### config.mk
export PLATFORM = sky130hd
export DESIGN_NAME = maf_top
export DESIGN_NICKNAME = d
export VERILOG_FILES = /design/src/maf_pkg.sv /design/src/maf_hash.sv /design/src/maf_lookup.sv /design/src/maf_top.sv
export SDC_FILE = /design/constraint.sdc
export NUM_CORES = 1
export LEC_CHECK = 0
export ABC_AREA = 1
export BUFFER_PORTS_ARGS = -buffer_cell sky130_fd_sc_hd__buf_2
export CAP_MARGIN = 0
export CELL_PAD_IN_SITES_DETAIL_PLACEMENT = 1
export CELL_PAD_IN_SITES_GLOBAL_PLACEMENT = 1
export CORE_MARGIN = 2
export CORE_UTILIZATION = 44
export DETAILED_ROUTE_END_ITERATION = 10
export PLACE_DENSITY_LB_ADDON = 0.1
export SLEW_MARGIN = 20
export SYNTH_ARGS = -nofsm -noshare
export SYNTH_HDL_FRONTEND = slang
export SYNTH_SLANG_ARGS = --single-unit
export TNS_END_PERCENT = 50
### constraint.sdc
create_clock -name core_clk -period 3.4 [get_ports core_clk]
set_input_delay 0.17 -clock core_clk [delete_from_list [all_inputs] [get_ports core_clk]]
set_output_delay 0.17 -clock core_clk [all_outputs]
set_load 0.1 [all_outputs]
### src/maf_pkg.sv
// package for the station address, group hash filter and logic reset block
// assumes a 32-bit apb slave on core_clk at 200 mhz
package maf_pkg;
    // register byte offsets
    localparam logic [7:0] OFF_RESET_CTRL     = 8'h00;
    localparam logic [7:0] OFF_STATION_LOW    = 8'h04;
    localparam logic [7:0] OFF_STATION_HIGH   = 8'h08;
    localparam logic [7:0] OFF_HASH_LOW       = 8'h0C;
    localparam logic [7:0] OFF_HASH_HIGH      = 8'h10;
    localparam logic [7:0] OFF_FILTER_QUERY   = 8'h14;
    localparam logic [7:0] OFF_FILTER_RESULT  = 8'h18;
    // field positions
    localparam int RESET_BIT       = 0;
    localparam int ADDR_BITS       = 48;
    localparam int HASH_BITS       = 6;
    localparam int HASH_WORD       = 32;
    localparam int RESULT_HIT_BIT  = 8;
    // reset values
    localparam logic [31:0] REG_RESET = 32'h0000_0000;
    // soft reset pulse length in cycles
    localparam logic [3:0] LOGIC_RESET_CYCLES = 4'h4;
    // reset sequencer states
    typedef enum logic [1:0] {
        MAF_IDLE,
        MAF_WAIT_DMA,
        MAF_PULSE
    } maf_rst_state_t;
endpackage

### src/maf_hash.sv
// xor-fold hash of a 48-bit destination address
// pure combinational; the caller registers the result
`timescale 1ns/1ps
module maf_hash
(
    input  wire logic [47:0] destination_address, // address to fold
    output logic      [5:0]  hash_index           // 6-bit table index
);
    // bit i is the xor of address bits i, i+6, ... i+42
    // fold address bits
    always_comb
    begin
        hash_index = 6'h00;
        for (int k = 0; k < maf_pkg::ADDR_BITS / maf_pkg::HASH_BITS; k++)
        begin
            hash_index = hash_index ^
                destination_address[k*maf_pkg::HASH_BITS +:
                                    maf_pkg::HASH_BITS];
        end
    end
endmodule

### src/maf_lookup.sv
// selects one bit of the 64-bit group hash table
// pure combinational; table halves come from registers
`timescale 1ns/1ps
module maf_lookup
(
    input  wire logic [31:0] table_low,  // hash values 0 to 31
    input  wire logic [31:0] table_high, // hash values 32 to 63
    input  wire logic [5:0]  hash_index, // selected entry
    output logic             hit         // entry is set
);
    // upper index bit picks the half, low five bits pick the position
    always_comb
    begin
        // select table bit
        if (hash_index[5])
        begin
            // high half, bit = hash - 32
            hit = table_high[hash_index[4:0]];
        end
        else
        begin
            // low half, bit = hash
            hit = table_low[hash_index[4:0]];
        end
    end
endmodule

### src/maf_top.sv
// station address, group hash filter and software logic reset for a mac
// Behaviour
// writing one resets the mac logic
// reset waits for both dma engines idle
// reset bit reads one until reset done
// software polls bit until it reads zero
// low register holds bytes zero and one
// high register holds bytes two to five
// six-bit xor fold of destination address
// hash index selects one table bit
// low table covers hashes 0 to 31
// accept group frame when bit set
// high table covers hashes 32 to 63
// reject group frame when bit clear
// assumes an apb master on core_clk and dma idle levels on the same clock
`timescale 1ns/1ps
module maf_top
(
    input  wire logic        core_clk,            // 200 mhz clock
    input  wire logic        rst,                 // sync reset, high
    input  wire logic        psel,                // apb select
    input  wire logic        penable,             // apb access phase
    input  wire logic        pwrite,              // apb direction
    input  wire logic [7:0]  paddr,               // apb byte address
    input  wire logic [31:0] pwdata,              // apb write data
    output logic      [31:0] prdata,              // apb read data
    output logic             pready,              // apb ready
    output logic             pslverr,             // apb error
    input  wire logic        rx_dma_idle,         // receive dma idle
    input  wire logic        tx_dma_idle,         // transmit dma idle
    input  wire logic        frame_valid,         // frame address strobe
    input  wire logic        frame_is_group,      // destination is group
    input  wire logic [47:0] destination_address, // frame destination
    output logic             frame_accept,        // group frame accepted
    output logic             frame_accept_valid,  // accept decision strobe
    output logic             mac_logic_reset,     // reset to mac logic
    output logic [47:0]      station_address      // own address
);
    logic [7:0]  station_byte0;            // address bits 7-0
    logic [7:0]  station_byte1;            // address bits 15-8
    logic [7:0]  station_byte2;            // address bits 23-16
    logic [7:0]  station_byte3;            // address bits 31-24
    logic [7:0]  station_byte4;            // address bits 39-32
    logic [7:0]  station_byte5;            // address bits 47-40
    logic [31:0] group_hash_table_low;     // hashes 0 to 31
    logic [31:0] group_hash_table_high;    // hashes 32 to 63
    logic [47:0] query_address;            // software test address
    logic [5:0]  query_hash;               // hash of test address
    logic        query_hit;                // table hit for test address
    logic [5:0]  frame_hash;               // hash of frame address
    logic        frame_hit;                // table hit for frame
    logic        logic_reset_request;      // pending soft reset
    logic [3:0]  pulse_count;              // reset pulse counter
    logic        wr_en;                    // apb write this edge
    maf_pkg::maf_rst_state_t rst_state;    // reset sequencer state
    maf_pkg::maf_rst_state_t next_rst_state;

    // a completed apb access phase
    function automatic logic apb_done(input logic s, input logic e);
        apb_done = s & e;
    endfunction

    // zero-wait slave: every access completes in its first access cycle
    assign pready  = 1'b1;
    assign wr_en   = apb_done(psel, penable) & pwrite;

    // unmapped addresses answer with an error and read zero
    always_comb
    begin
        case (paddr)
            maf_pkg::OFF_RESET_CTRL,
            maf_pkg::OFF_STATION_LOW,
            maf_pkg::OFF_STATION_HIGH,
            maf_pkg::OFF_HASH_LOW,
            maf_pkg::OFF_HASH_HIGH,
            maf_pkg::OFF_FILTER_QUERY,
            maf_pkg::OFF_FILTER_RESULT: pslverr = 1'b0;
            default:                    pslverr = apb_done(psel, penable);
        endcase
    end

    // station address bytes; writes land only at the access edge
    always_ff @(posedge core_clk)
    begin
        if (rst)
        begin
            station_byte0 <= 8'h00;
            station_byte1 <= 8'h00;
            station_byte2 <= 8'h00;
            station_byte3 <= 8'h00;
            station_byte4 <= 8'h00;
            station_byte5 <= 8'h00;
        end
        else if (wr_en && paddr == maf_pkg::OFF_STATION_LOW)
        begin
            // byte 0 in 15-8, byte 1 in 7-0
            station_byte0 <= pwdata[15:8];
            station_byte1 <= pwdata[7:0];
        end
        else if (wr_en && paddr == maf_pkg::OFF_STATION_HIGH)
        begin
            // bytes 2..5 from top lane down
            station_byte2 <= pwdata[31:24];
            station_byte3 <= pwdata[23:16];
            station_byte4 <= pwdata[15:8];
            station_byte5 <= pwdata[7:0];
        end
    end

    // address assembled with byte 0 as the least significant byte
    always_ff @(posedge core_clk)
    begin
        if (rst)
        begin
            station_address <= 48'h0000_0000_0000;
        end
        else
        begin
            station_address <= {station_byte5, station_byte4, station_byte3,
                                station_byte2, station_byte1, station_byte0};
        end
    end

    // hash table halves and the software test address
    always_ff @(posedge core_clk)
    begin
        if (rst)
        begin
            group_hash_table_low  <= maf_pkg::REG_RESET;
            group_hash_table_high <= maf_pkg::REG_RESET;
            query_address         <= 48'h0000_0000_0000;
        end
        else if (wr_en)
        begin
            case (paddr)
                maf_pkg::OFF_HASH_LOW:     group_hash_table_low  <= pwdata;
                maf_pkg::OFF_HASH_HIGH:    group_hash_table_high <= pwdata;
                // test address low word; upper 16 bits keep their value
                maf_pkg::OFF_FILTER_QUERY: query_address[31:0]   <= pwdata;
                // writing the result word sets the upper test bits
                maf_pkg::OFF_FILTER_RESULT:
                    query_address[47:32] <= pwdata[31:16];
                default:                   ;
            endcase
        end
    end

    // reset sequencer: request, wait for dma idle, pulse, clear
    always_comb
    begin
        next_rst_state = rst_state;
        case (rst_state)
            maf_pkg::MAF_IDLE:
            begin
                if (wr_en && paddr == maf_pkg::OFF_RESET_CTRL &&
                    pwdata[maf_pkg::RESET_BIT])
                begin
                    next_rst_state = maf_pkg::MAF_WAIT_DMA;
                end
            end
            maf_pkg::MAF_WAIT_DMA:
            begin
                // hold off until both dma idle
                if (rx_dma_idle && tx_dma_idle)
                begin
                    next_rst_state = maf_pkg::MAF_PULSE;
                end
            end
            maf_pkg::MAF_PULSE:
            begin
                if (pulse_count == maf_pkg::LOGIC_RESET_CYCLES - 4'h1)
                begin
                    next_rst_state = maf_pkg::MAF_IDLE;
                end
            end
            default: next_rst_state = maf_pkg::MAF_IDLE;
        endcase
    end

    // state register
    always_ff @(posedge core_clk)
    begin
        if (rst)
        begin
            rst_state <= maf_pkg::MAF_IDLE;
        end
        else
        begin
            rst_state <= next_rst_state;
        end
    end

    // pulse length counter runs only while the reset is driven
    always_ff @(posedge core_clk)
    begin
        if (rst || rst_state != maf_pkg::MAF_PULSE)
        begin
            pulse_count <= 4'h0;
        end
        else
        begin
            pulse_count <= pulse_count + 4'h1;
        end
    end

    // pending flag and reset output, both registered
    always_ff @(posedge core_clk)
    begin
        if (rst)
        begin
            logic_reset_request <= 1'b0;
            mac_logic_reset     <= 1'b0;
        end
        else
        begin
            // bit high while reset pending
            logic_reset_request <= (next_rst_state != maf_pkg::MAF_IDLE);
            // drive mac logic reset
            mac_logic_reset     <= (next_rst_state == maf_pkg::MAF_PULSE);
        end
    end

    // hashing of the live frame and of the software test address
    maf_hash u_frame_hash
    (
        .destination_address (destination_address),
        .hash_index          (frame_hash)
    );

    maf_hash u_query_hash
    (
        .destination_address (query_address),
        .hash_index          (query_hash)
    );

    maf_lookup u_frame_lookup
    (
        .table_low  (group_hash_table_low),
        .table_high (group_hash_table_high),
        .hash_index (frame_hash),
        .hit        (frame_hit)
    );

    maf_lookup u_query_lookup
    (
        .table_low  (group_hash_table_low),
        .table_high (group_hash_table_high),
        .hash_index (query_hash),
        .hit        (query_hit)
    );

    // accept decision one cycle after the frame strobe; the filter is
    // held quiet from the second cycle of a soft reset to the first cycle after it; a strobe sampled as it starts still decides
    always_ff @(posedge core_clk)
    begin
        if (rst || mac_logic_reset)
        begin
            frame_accept       <= 1'b0;
            frame_accept_valid <= 1'b0;
        end
        else
        begin
            frame_accept_valid <= frame_valid & frame_is_group;
            // accept when bit set
            // reject when bit clear
            frame_accept <= frame_valid & frame_is_group & frame_hit;
        end
    end

    // read mux, registered so prdata comes from flip-flops; apb samples
    // it in the access cycle, so the value is latched at setup
    always_ff @(posedge core_clk)
    begin
        if (rst)
        begin
            prdata <= maf_pkg::REG_RESET;
        end
        else if (psel && !penable)
        begin
            case (paddr)
                // software polls this bit
                maf_pkg::OFF_RESET_CTRL:
                    prdata <= {31'h0, logic_reset_request};
                maf_pkg::OFF_STATION_LOW:
                    prdata <= {16'h0000, station_byte0, station_byte1};
                maf_pkg::OFF_STATION_HIGH:
                    prdata <= {station_byte2, station_byte3,
                               station_byte4, station_byte5};
                maf_pkg::OFF_HASH_LOW:     prdata <= group_hash_table_low;
                maf_pkg::OFF_HASH_HIGH:    prdata <= group_hash_table_high;
                maf_pkg::OFF_FILTER_QUERY: prdata <= query_address[31:0];
                maf_pkg::OFF_FILTER_RESULT:
                    prdata <= {query_address[47:32], 7'h00, query_hit,
                               2'h0, query_hash};
                default:                   prdata <= maf_pkg::REG_RESET;
            endcase
        end
    end

    // soft reset never starts while a dma engine is busy
    a_reset_dma_idle: assert property (@(posedge core_clk) disable iff (rst)
        $rose(mac_logic_reset) |-> $past(rx_dma_idle) && $past(tx_dma_idle))
        else $error("logic reset began with dma busy");

    // request bit reads one in the cycle after the write
    a_request_pending: assert property (@(posedge core_clk) disable iff (rst)
        wr_en && paddr == maf_pkg::OFF_RESET_CTRL &&
        pwdata[maf_pkg::RESET_BIT] && !logic_reset_request |=>
        logic_reset_request)
        else $error("reset request not shown pending");

    // pulse lasts exactly four cycles then request clears
    a_pulse_length: assert property (@(posedge core_clk) disable iff (rst)
        $rose(mac_logic_reset) |-> mac_logic_reset[*4] ##1
        (!mac_logic_reset && !logic_reset_request))
        else $error("logic reset pulse length wrong");

    // waiting request does not pulse the reset until dma idle
    a_wait_holds: assert property (@(posedge core_clk) disable iff (rst)
        logic_reset_request && !mac_logic_reset && !(rx_dma_idle &&
        tx_dma_idle) |=> !mac_logic_reset)
        else $error("reset pulsed without dma idle");

    // station low word layout
    a_station_low: assert property (@(posedge core_clk) disable iff (rst)
        wr_en && paddr == maf_pkg::OFF_STATION_LOW |=> ##1
        station_address[15:0] ==
        {$past(pwdata[7:0], 2), $past(pwdata[15:8], 2)})
        else $error("station low bytes misplaced");

    // station high word layout, byte 5 on top
    a_station_high: assert property (@(posedge core_clk) disable iff (rst)
        wr_en && paddr == maf_pkg::OFF_STATION_HIGH |=> ##1
        station_address[47:16] ==
        {$past(pwdata[7:0], 2), $past(pwdata[15:8], 2),
         $past(pwdata[23:16], 2), $past(pwdata[31:24], 2)})
        else $error("station high bytes misplaced");

    // accept follows the table bit for group frames
    a_accept_set: assert property (@(posedge core_clk)
        disable iff (rst || mac_logic_reset)
        frame_valid && frame_is_group && !mac_logic_reset |=>
        frame_accept == $past(frame_hit) && frame_accept_valid)
        else $error("accept does not follow table bit");

    // the hash of address bit 0 alone is index 1
    a_hash_single: assert property (@(posedge core_clk) disable iff (rst)
        destination_address == 48'h0000_0000_0001 |-> frame_hash == 6'h01)
        else $error("hash fold wrong");

    // clear bit never accepts
    a_reject_clear: assert property (@(posedge core_clk) disable iff (rst)
        frame_valid && !frame_hit |=> !frame_accept)
        else $error("frame accepted with clear bit");
endmodule

# Word-level counts from Yosys, hierarchy flattened
# Index checks and enable logic that the tools add are counted.
# Widths: inputs -> output; s select.
# classes
bitwise	19
reduce_logical	18
multipliers	0
n_eq_ne	11
n_lt_le_gt_ge	2
n_div	0
muxes	16
addsub	1
n_shift	0
# ops
cell	n
$pmux 32 s7	1
$xor 6x6->6	14
$eq 8x5->1 const B	3
$bmux 1 s5	4
$eq 8x4->1 const B	2
$lt 5x6->1 const B	2
$reduce_and 2->1	5
$eq 8x3->1 const B	1
$logic_not 8->1	1
$mux 1	7
$reduce_or 7->1	1
$logic_and 1x1->1	6
$mux 2	3
$pmux 2 s3	1
$add 4x1->4 const B	1
$and 1x1->1	4
$eq 2x2->1 const B	2
$eq 4x2->1 const B	1
$eq 2x1->1 const B	1
$logic_not 2->1	1
$logic_or 1x1->1	2
$ne 2x2->1 const B	1
$reduce_bool 2->1	1
$logic_not 1->1	1
$not 1->1	1
# totals
mem_bits_ro	0
memories	0
reg_bits	250
latch_bits	0
input_bits	97
ram_bits	0
elab_cells	85

# Depth between registers and ports, before layout
# logic_depth
depth_word	11
ltp_mapped	20
depth_no_buf	20

# Hierarchy
# From an unflattened synthesis, not the netlist that was laid out.
# hier_totals
hier_cells	1888
hier_area_um2	12869.8
# modules_own_cells
mod	area_each_um2	seq_area_each_um2	n_inst	cells_each
maf_top	9899.5	5004.8	1	1248
maf_hash	788.3	0.0	2	168
maf_lookup	696.9	0.0	2	152

# Worst setup path after synthesis
# OpenSTA, ideal clock, no wires.
# synth_path
path_kind	in2out
from	input port paddr[1]
to	output port pslverr
cell_stages	9
arrival_time_ps	3789
required_ps	3230
setup_slack_ps	-559
path_cell_list	nor2_1 > inv_2 > nor3_1 > inv_1 > nor2_1 > inv_1 > clkbuf_1 > o21ai_0 > nor4_1
# synth_via
elab_chain_len	3
word_cells_on_any_way	9
cone_classes	6 x eq/ne; 1 x mux; 2 x reduce/logical
# synth_lines
element	line_no	text
start: declaration	maf_top.sv:24	input wire logic [7:0] paddr,
$eq 8x3->1, or another cell as far along	maf_top.sv:70	case (paddr)
$reduce_or 7->1 *	maf_top.sv:70	
$mux 1 *	maf_top.sv:70	
end: declaration	maf_top.sv:28	output logic pslverr,
# Mark *: on every way between the ends. The rest lies on a longest branch, timed or not.

# Worst setup path after layout
# layout_path
from	register query_address[13]
to	register prdata[8]
# layout_via
elab_chain_len	10
word_cells_on_any_way	12
cone_classes	6 x mux; 6 x bitwise
# layout_lines
element	line_no	text
start: declaration	maf_top.sv:47	logic [47:0] query_address;
start signal: assignment	maf_top.sv:139	maf_pkg::OFF_FILTER_QUERY: query_address[31:0] <= pwdata;
$xor 6x6->6 * (6 in series)	maf_hash.sv:16	hash_index = hash_index ^
$bmux 1 s5 (on tied branches)	maf_lookup.sv:23, maf_lookup.sv:18	
$mux 1 (on tied branches)	maf_lookup.sv:23, maf_lookup.sv:18	
$mux 1 *	maf_lookup.sv:15	if (hash_index[5])
$pmux 32 s7 *	maf_top.sv:280	case (paddr)
end signal: assignment	maf_top.sv:283	prdata <= {31'h0, logic_reset_request};
end signal: assignment	maf_top.sv:285	prdata <= {16'h0000, station_byte0, station_byte1};
end signal: assignment	maf_top.sv:287	prdata <= {station_byte2, station_byte3,
end: declaration	maf_top.sv:26	output logic [31:0] prdata,
# Mark *: on every way between the ends. The rest lies on a longest branch, timed or not. The select of a mux whose other input is x is not followed.
# A chain may end at the register's enable or synchronous reset.

==> results by group <==
Outcome
  • Status: finished, final reports clean

Placed design
  • Post-DP HPWL: 33000 um
  • Gpl congestion: 0.950
  • Placed cell area: 12500 sq um
  • PortBufs: 180
  • Post-Place Setup Slack: 0.802 ns

Timing
  • RSZ-0062 raised after global routing: no
  • Hold Vio Cnt, Final: 0
  • Pins Over Slew Limit: 0
  • Worst setup margin: 0.865 ns
  • Max frequency: 394 MHz
  • Worst slew pin tran: 0.885 ns
  • Final min period: 2.53 ns
  • Rel. slew slack: 40.9%
  • Total negative slack: 0 ns
  • Crit share post-route: 74.6%
  • Setup Skew: 0.0175 ns
  • Setup violators final: 0

Hold path
  • Hold Crit Endpoint: station_address[4]
  • Hold Path Depth: 2
  • Type of the tightest min-delay check: input port to flip-flop
  • Hold_sp: rst

Layout
  • Fillers: 3265
  • Layout Nets: 1834
  • Layout cells sized above 1: 15.7%
  • P&R area growth vs syn: 20.3%
  • Design area: 13700 sq um
  • Fin util: 54.1%

Routing
  • DR pass1 iterations: 5
  • Via count: 12.0k
  • Vias per cell: 5.74
  • Starting DRT DRC Count: 1117
  • Wire per inst: 22.8 um
  • Antenna violation net count after detailed routing: 0
  • DRC: 0
  • Final WL: 47500 um

Yosys
  • Mapped Cells: 1564
  • Synthesized cell area: 11400 sq um
  • Post-Syn Nets: 1662
  • Post-synthesis mux area share: 0%
  • Post-Synth XOR/XNOR Area: 5.54%
  • Synth Register Bits: 250
  • Main combinational cell family by area after synthesis: simple AND/OR/NAND/NOR gates
  • Post-synthesis adder-cell area fraction: 0.110%
  • Yosys cell types: 42
  • Register area share after synthesis: 44.1%
  • Synth Warn #: 0
  • Synth Area in Simple Gates: 20.9%
  • Compound-gate portion of the synthesized area: 20.1%
  • Syn avg cell area: 7.26 sq um

Global route
  • Vias in the first global route: 11.8k
  • Largest net degree at the start of global routing: 76
  • First-pass GRT wire length: 70900 um
  • All-layer global routing usage: 34.8%
  • Grt total ovfl: 0
  • Initial antenna violation count: 4

Die
  • Core area: 25300 sq um
  • Die Y: 165 um
  • Initial Util: 45.0%
  • Die X: 165 um
  • Die area: 27100 sq um
  • Site Rows: 58
  • IO Pins: 182

CTS
  • Reg clk slew, reported paths: 0.06 ns
  • Sink Count: 250
  • H-tree depth: 1
  • Inserted Clock Buffers: 27
  • CTS tree: built
  • Clock latency at the later pin of the worst-skew pair: 0.56 ns
  • Clock Tree Buf Depth: 3
  • Setup Buffers After CTS: 0
  • Resized Gates After CTS: 0
  • Clock root buffer: clkbuf_16
  • Hold buffers post-CTS: 31

Setup path
  • Reg2reg setup slack: 0.87 ns
  • Reg2reg end: prdata[8]
  • FF-to-FF Start: query_address[13]
  • FF-to-FF path depth: 19
  • Critical Setup Path Class: flip-flop to flip-flop
  • Setup crit end kind: flip-flop
  • WP data required: 3.82 ns
  • Worst setup SP type: flip-flop
  • Critical path fanouts, max: 17
  • Crit path arrival time: 2.95 ns

Power and ir drop
  • Leakage: 5.47 nW
  • Design Power: 6.65 mW
  • Power per cell area: 487 nW/um^2
  • Peak VDD IR: 0.322 mV

Job
  • Maxcap violations: 0
==> stage by stage <==
stage / hold slack [ns] / instances
6_report: 0.0202 / 2087
5_1_grt: 0.0272 / 2086
4_1_cts: 0.00818 / 2086
3_5_place_dp: 0.442 / 2006
3_3_place_gp: 0.435 / 2006
2_1_floorplan: 0.300 / 1564
==> area by class of cell <==
class / count / area [sq um] / area share [%]
flip-flops and latches: 250 / 5000 / 36.6
inverters: 164 / 621 / 4.54
diodes: 1 / 2.50 / 0.0183
clock buffers: 41 / 768 / 5.62
repair buffers: 241 / 1460 / 10.7
well taps: 330 / 413 / 3.02
clock inverters: 8 / 82.6 / 0.605
multi-input cells: 1052 / 5300 / 38.8
==> routing by layer <==
| layer | routed length (um) | global-route usage (%) | up-vias | part of all wire [%] |
|---|---|---|---|---|
| met2 | 20800 | 53.1 | 510 | 44 |
| li1 | - | - | 5513 | - |
| met3 | 4630 | 9.59 | 103 | 9.8 |
| met4 | 1500 | 10.8 | 4 | 3.1 |
| met5 | 27 | 0 | - | 0.057 |
| met1 | 20500 | 47.8 | 5850 | 43 |
==> cell usage after synthesis, drive strengths merged <==
cell type / number / share of area (%)
o22ai: 38 / 2.1
a221oi: 8 / 0.62
o21ai: 175 / 7.7
nor4: 2 / 0.24
a211oi: 1 / 0.066
nand2: 228 / 7.7
o31ai: 8 / 0.53
inv: 161 / 5.4
dfxtp: 250 / 44
conb: 1 / 0.033
o211ai: 13 / 0.90
o221ai: 5 / 0.39
a32oi: 1 / 0.077
xor2: 30 / 2.4
a31oi: 1 / 0.055
a31o: 4 / 0.31
or2: 2 / 0.11
nand3: 163 / 7.2
nor3: 4 / 0.18
xnor2: 41 / 3.2
a22oi: 1 / 0.066
nor2: 159 / 5.3
clkbuf: 71 / 2.3
nand3b: 1 / 0.066
ha: 1 / 0.11
a21oi: 164 / 7.3
clkinv: 3 / 0.099
buf: 27 / 1.5
nand4: 1 / 0.055
==> worst max-delay path: stages (launching register included) <==
cell,delay [ns]
dfxtp_1,0.36
inv_1,0.09
nand2_1,0.09
nand2_1,0.06
nand2_1,0.07
nand2_1,0.05
nand2_1,0.07
nand2_1,0.06
nand2_1,0.08
nand2_2,0.27
inv_2,0.42
nand3_1,0.13
nand3_1,0.14
nand3_1,0.09
nand3_1,0.09
nand2_1,0.09
nand2_1,0.06
nand3_1,0.06
nand2_1,0.08
a21oi_2,0.05
==> report_power, final <==
| part | total, mW | leakage [nW] | switching (mW) | internal (mW) |
|---|---|---|---|---|
| clock network | 2.90 | 0.417 | 1.26 | 1.64 |
| registers | 2.93 | 2.01 | 0.00260 | 2.93 |
| logic | 0.815 | 3.04 | 0.565 | 0.251 |
| total | 6.65 | 5.47 | 1.83 | 4.82 |
==> state kept, by name, summed over array words and instances, names as in the netlist <==
register               flops
frame_accept               1
station_byte5              8
station_byte2              8
rst_state                  2
station_byte3              8
frame_accept_valid         1
group_hash_table_low      32
mac_logic_reset            1
station_byte0              8
station_byte1              8
prdata                    32
station_address           48
group_hash_table_high     32
station_byte4              8
query_address             48
logic_reset_request        1
pulse_count                4
==> kinds of logic (layout without fill, tap and decap cells) <==
kind of cell,after synthesis,after routing
AOI/OAI and AO/OA,419,419
DFF,250,250
adders and majority gates,1,1
buffers and inverters,262,454
xor gates and xnor gates,71,71
other,1,2
and+or+nand+nor,560,560
==> worst max-delay path by stage <==
stage / end / slack (ns) / from
2_1_floorplan: pslverr / 0.58 / paddr[1]
3_3_place_gp: prdata[30] / 0.87 / paddr[1]
3_5_place_dp: group_hash_table_low[31] / 0.80 / paddr[5]
4_1_cts: prdata[8] / 0.91 / query_address[19]
5_1_grt: prdata[8] / 0.51 / query_address[13]
6_report: prdata[8] / 0.87 / query_address[13]
==> cells in the final DEF, fill, tap and decap left out, types with 38 or more instances in the layout <==
cell	n
nand2_1	222
nor2_1	157
o22ai_1	38
a21oi_1	163
inv_1	153
xnor2_1	41
nand3_1	162
o21ai_0	175
dfxtp_1	250
buf_2	179
Power figures use the tool's default switching activity.
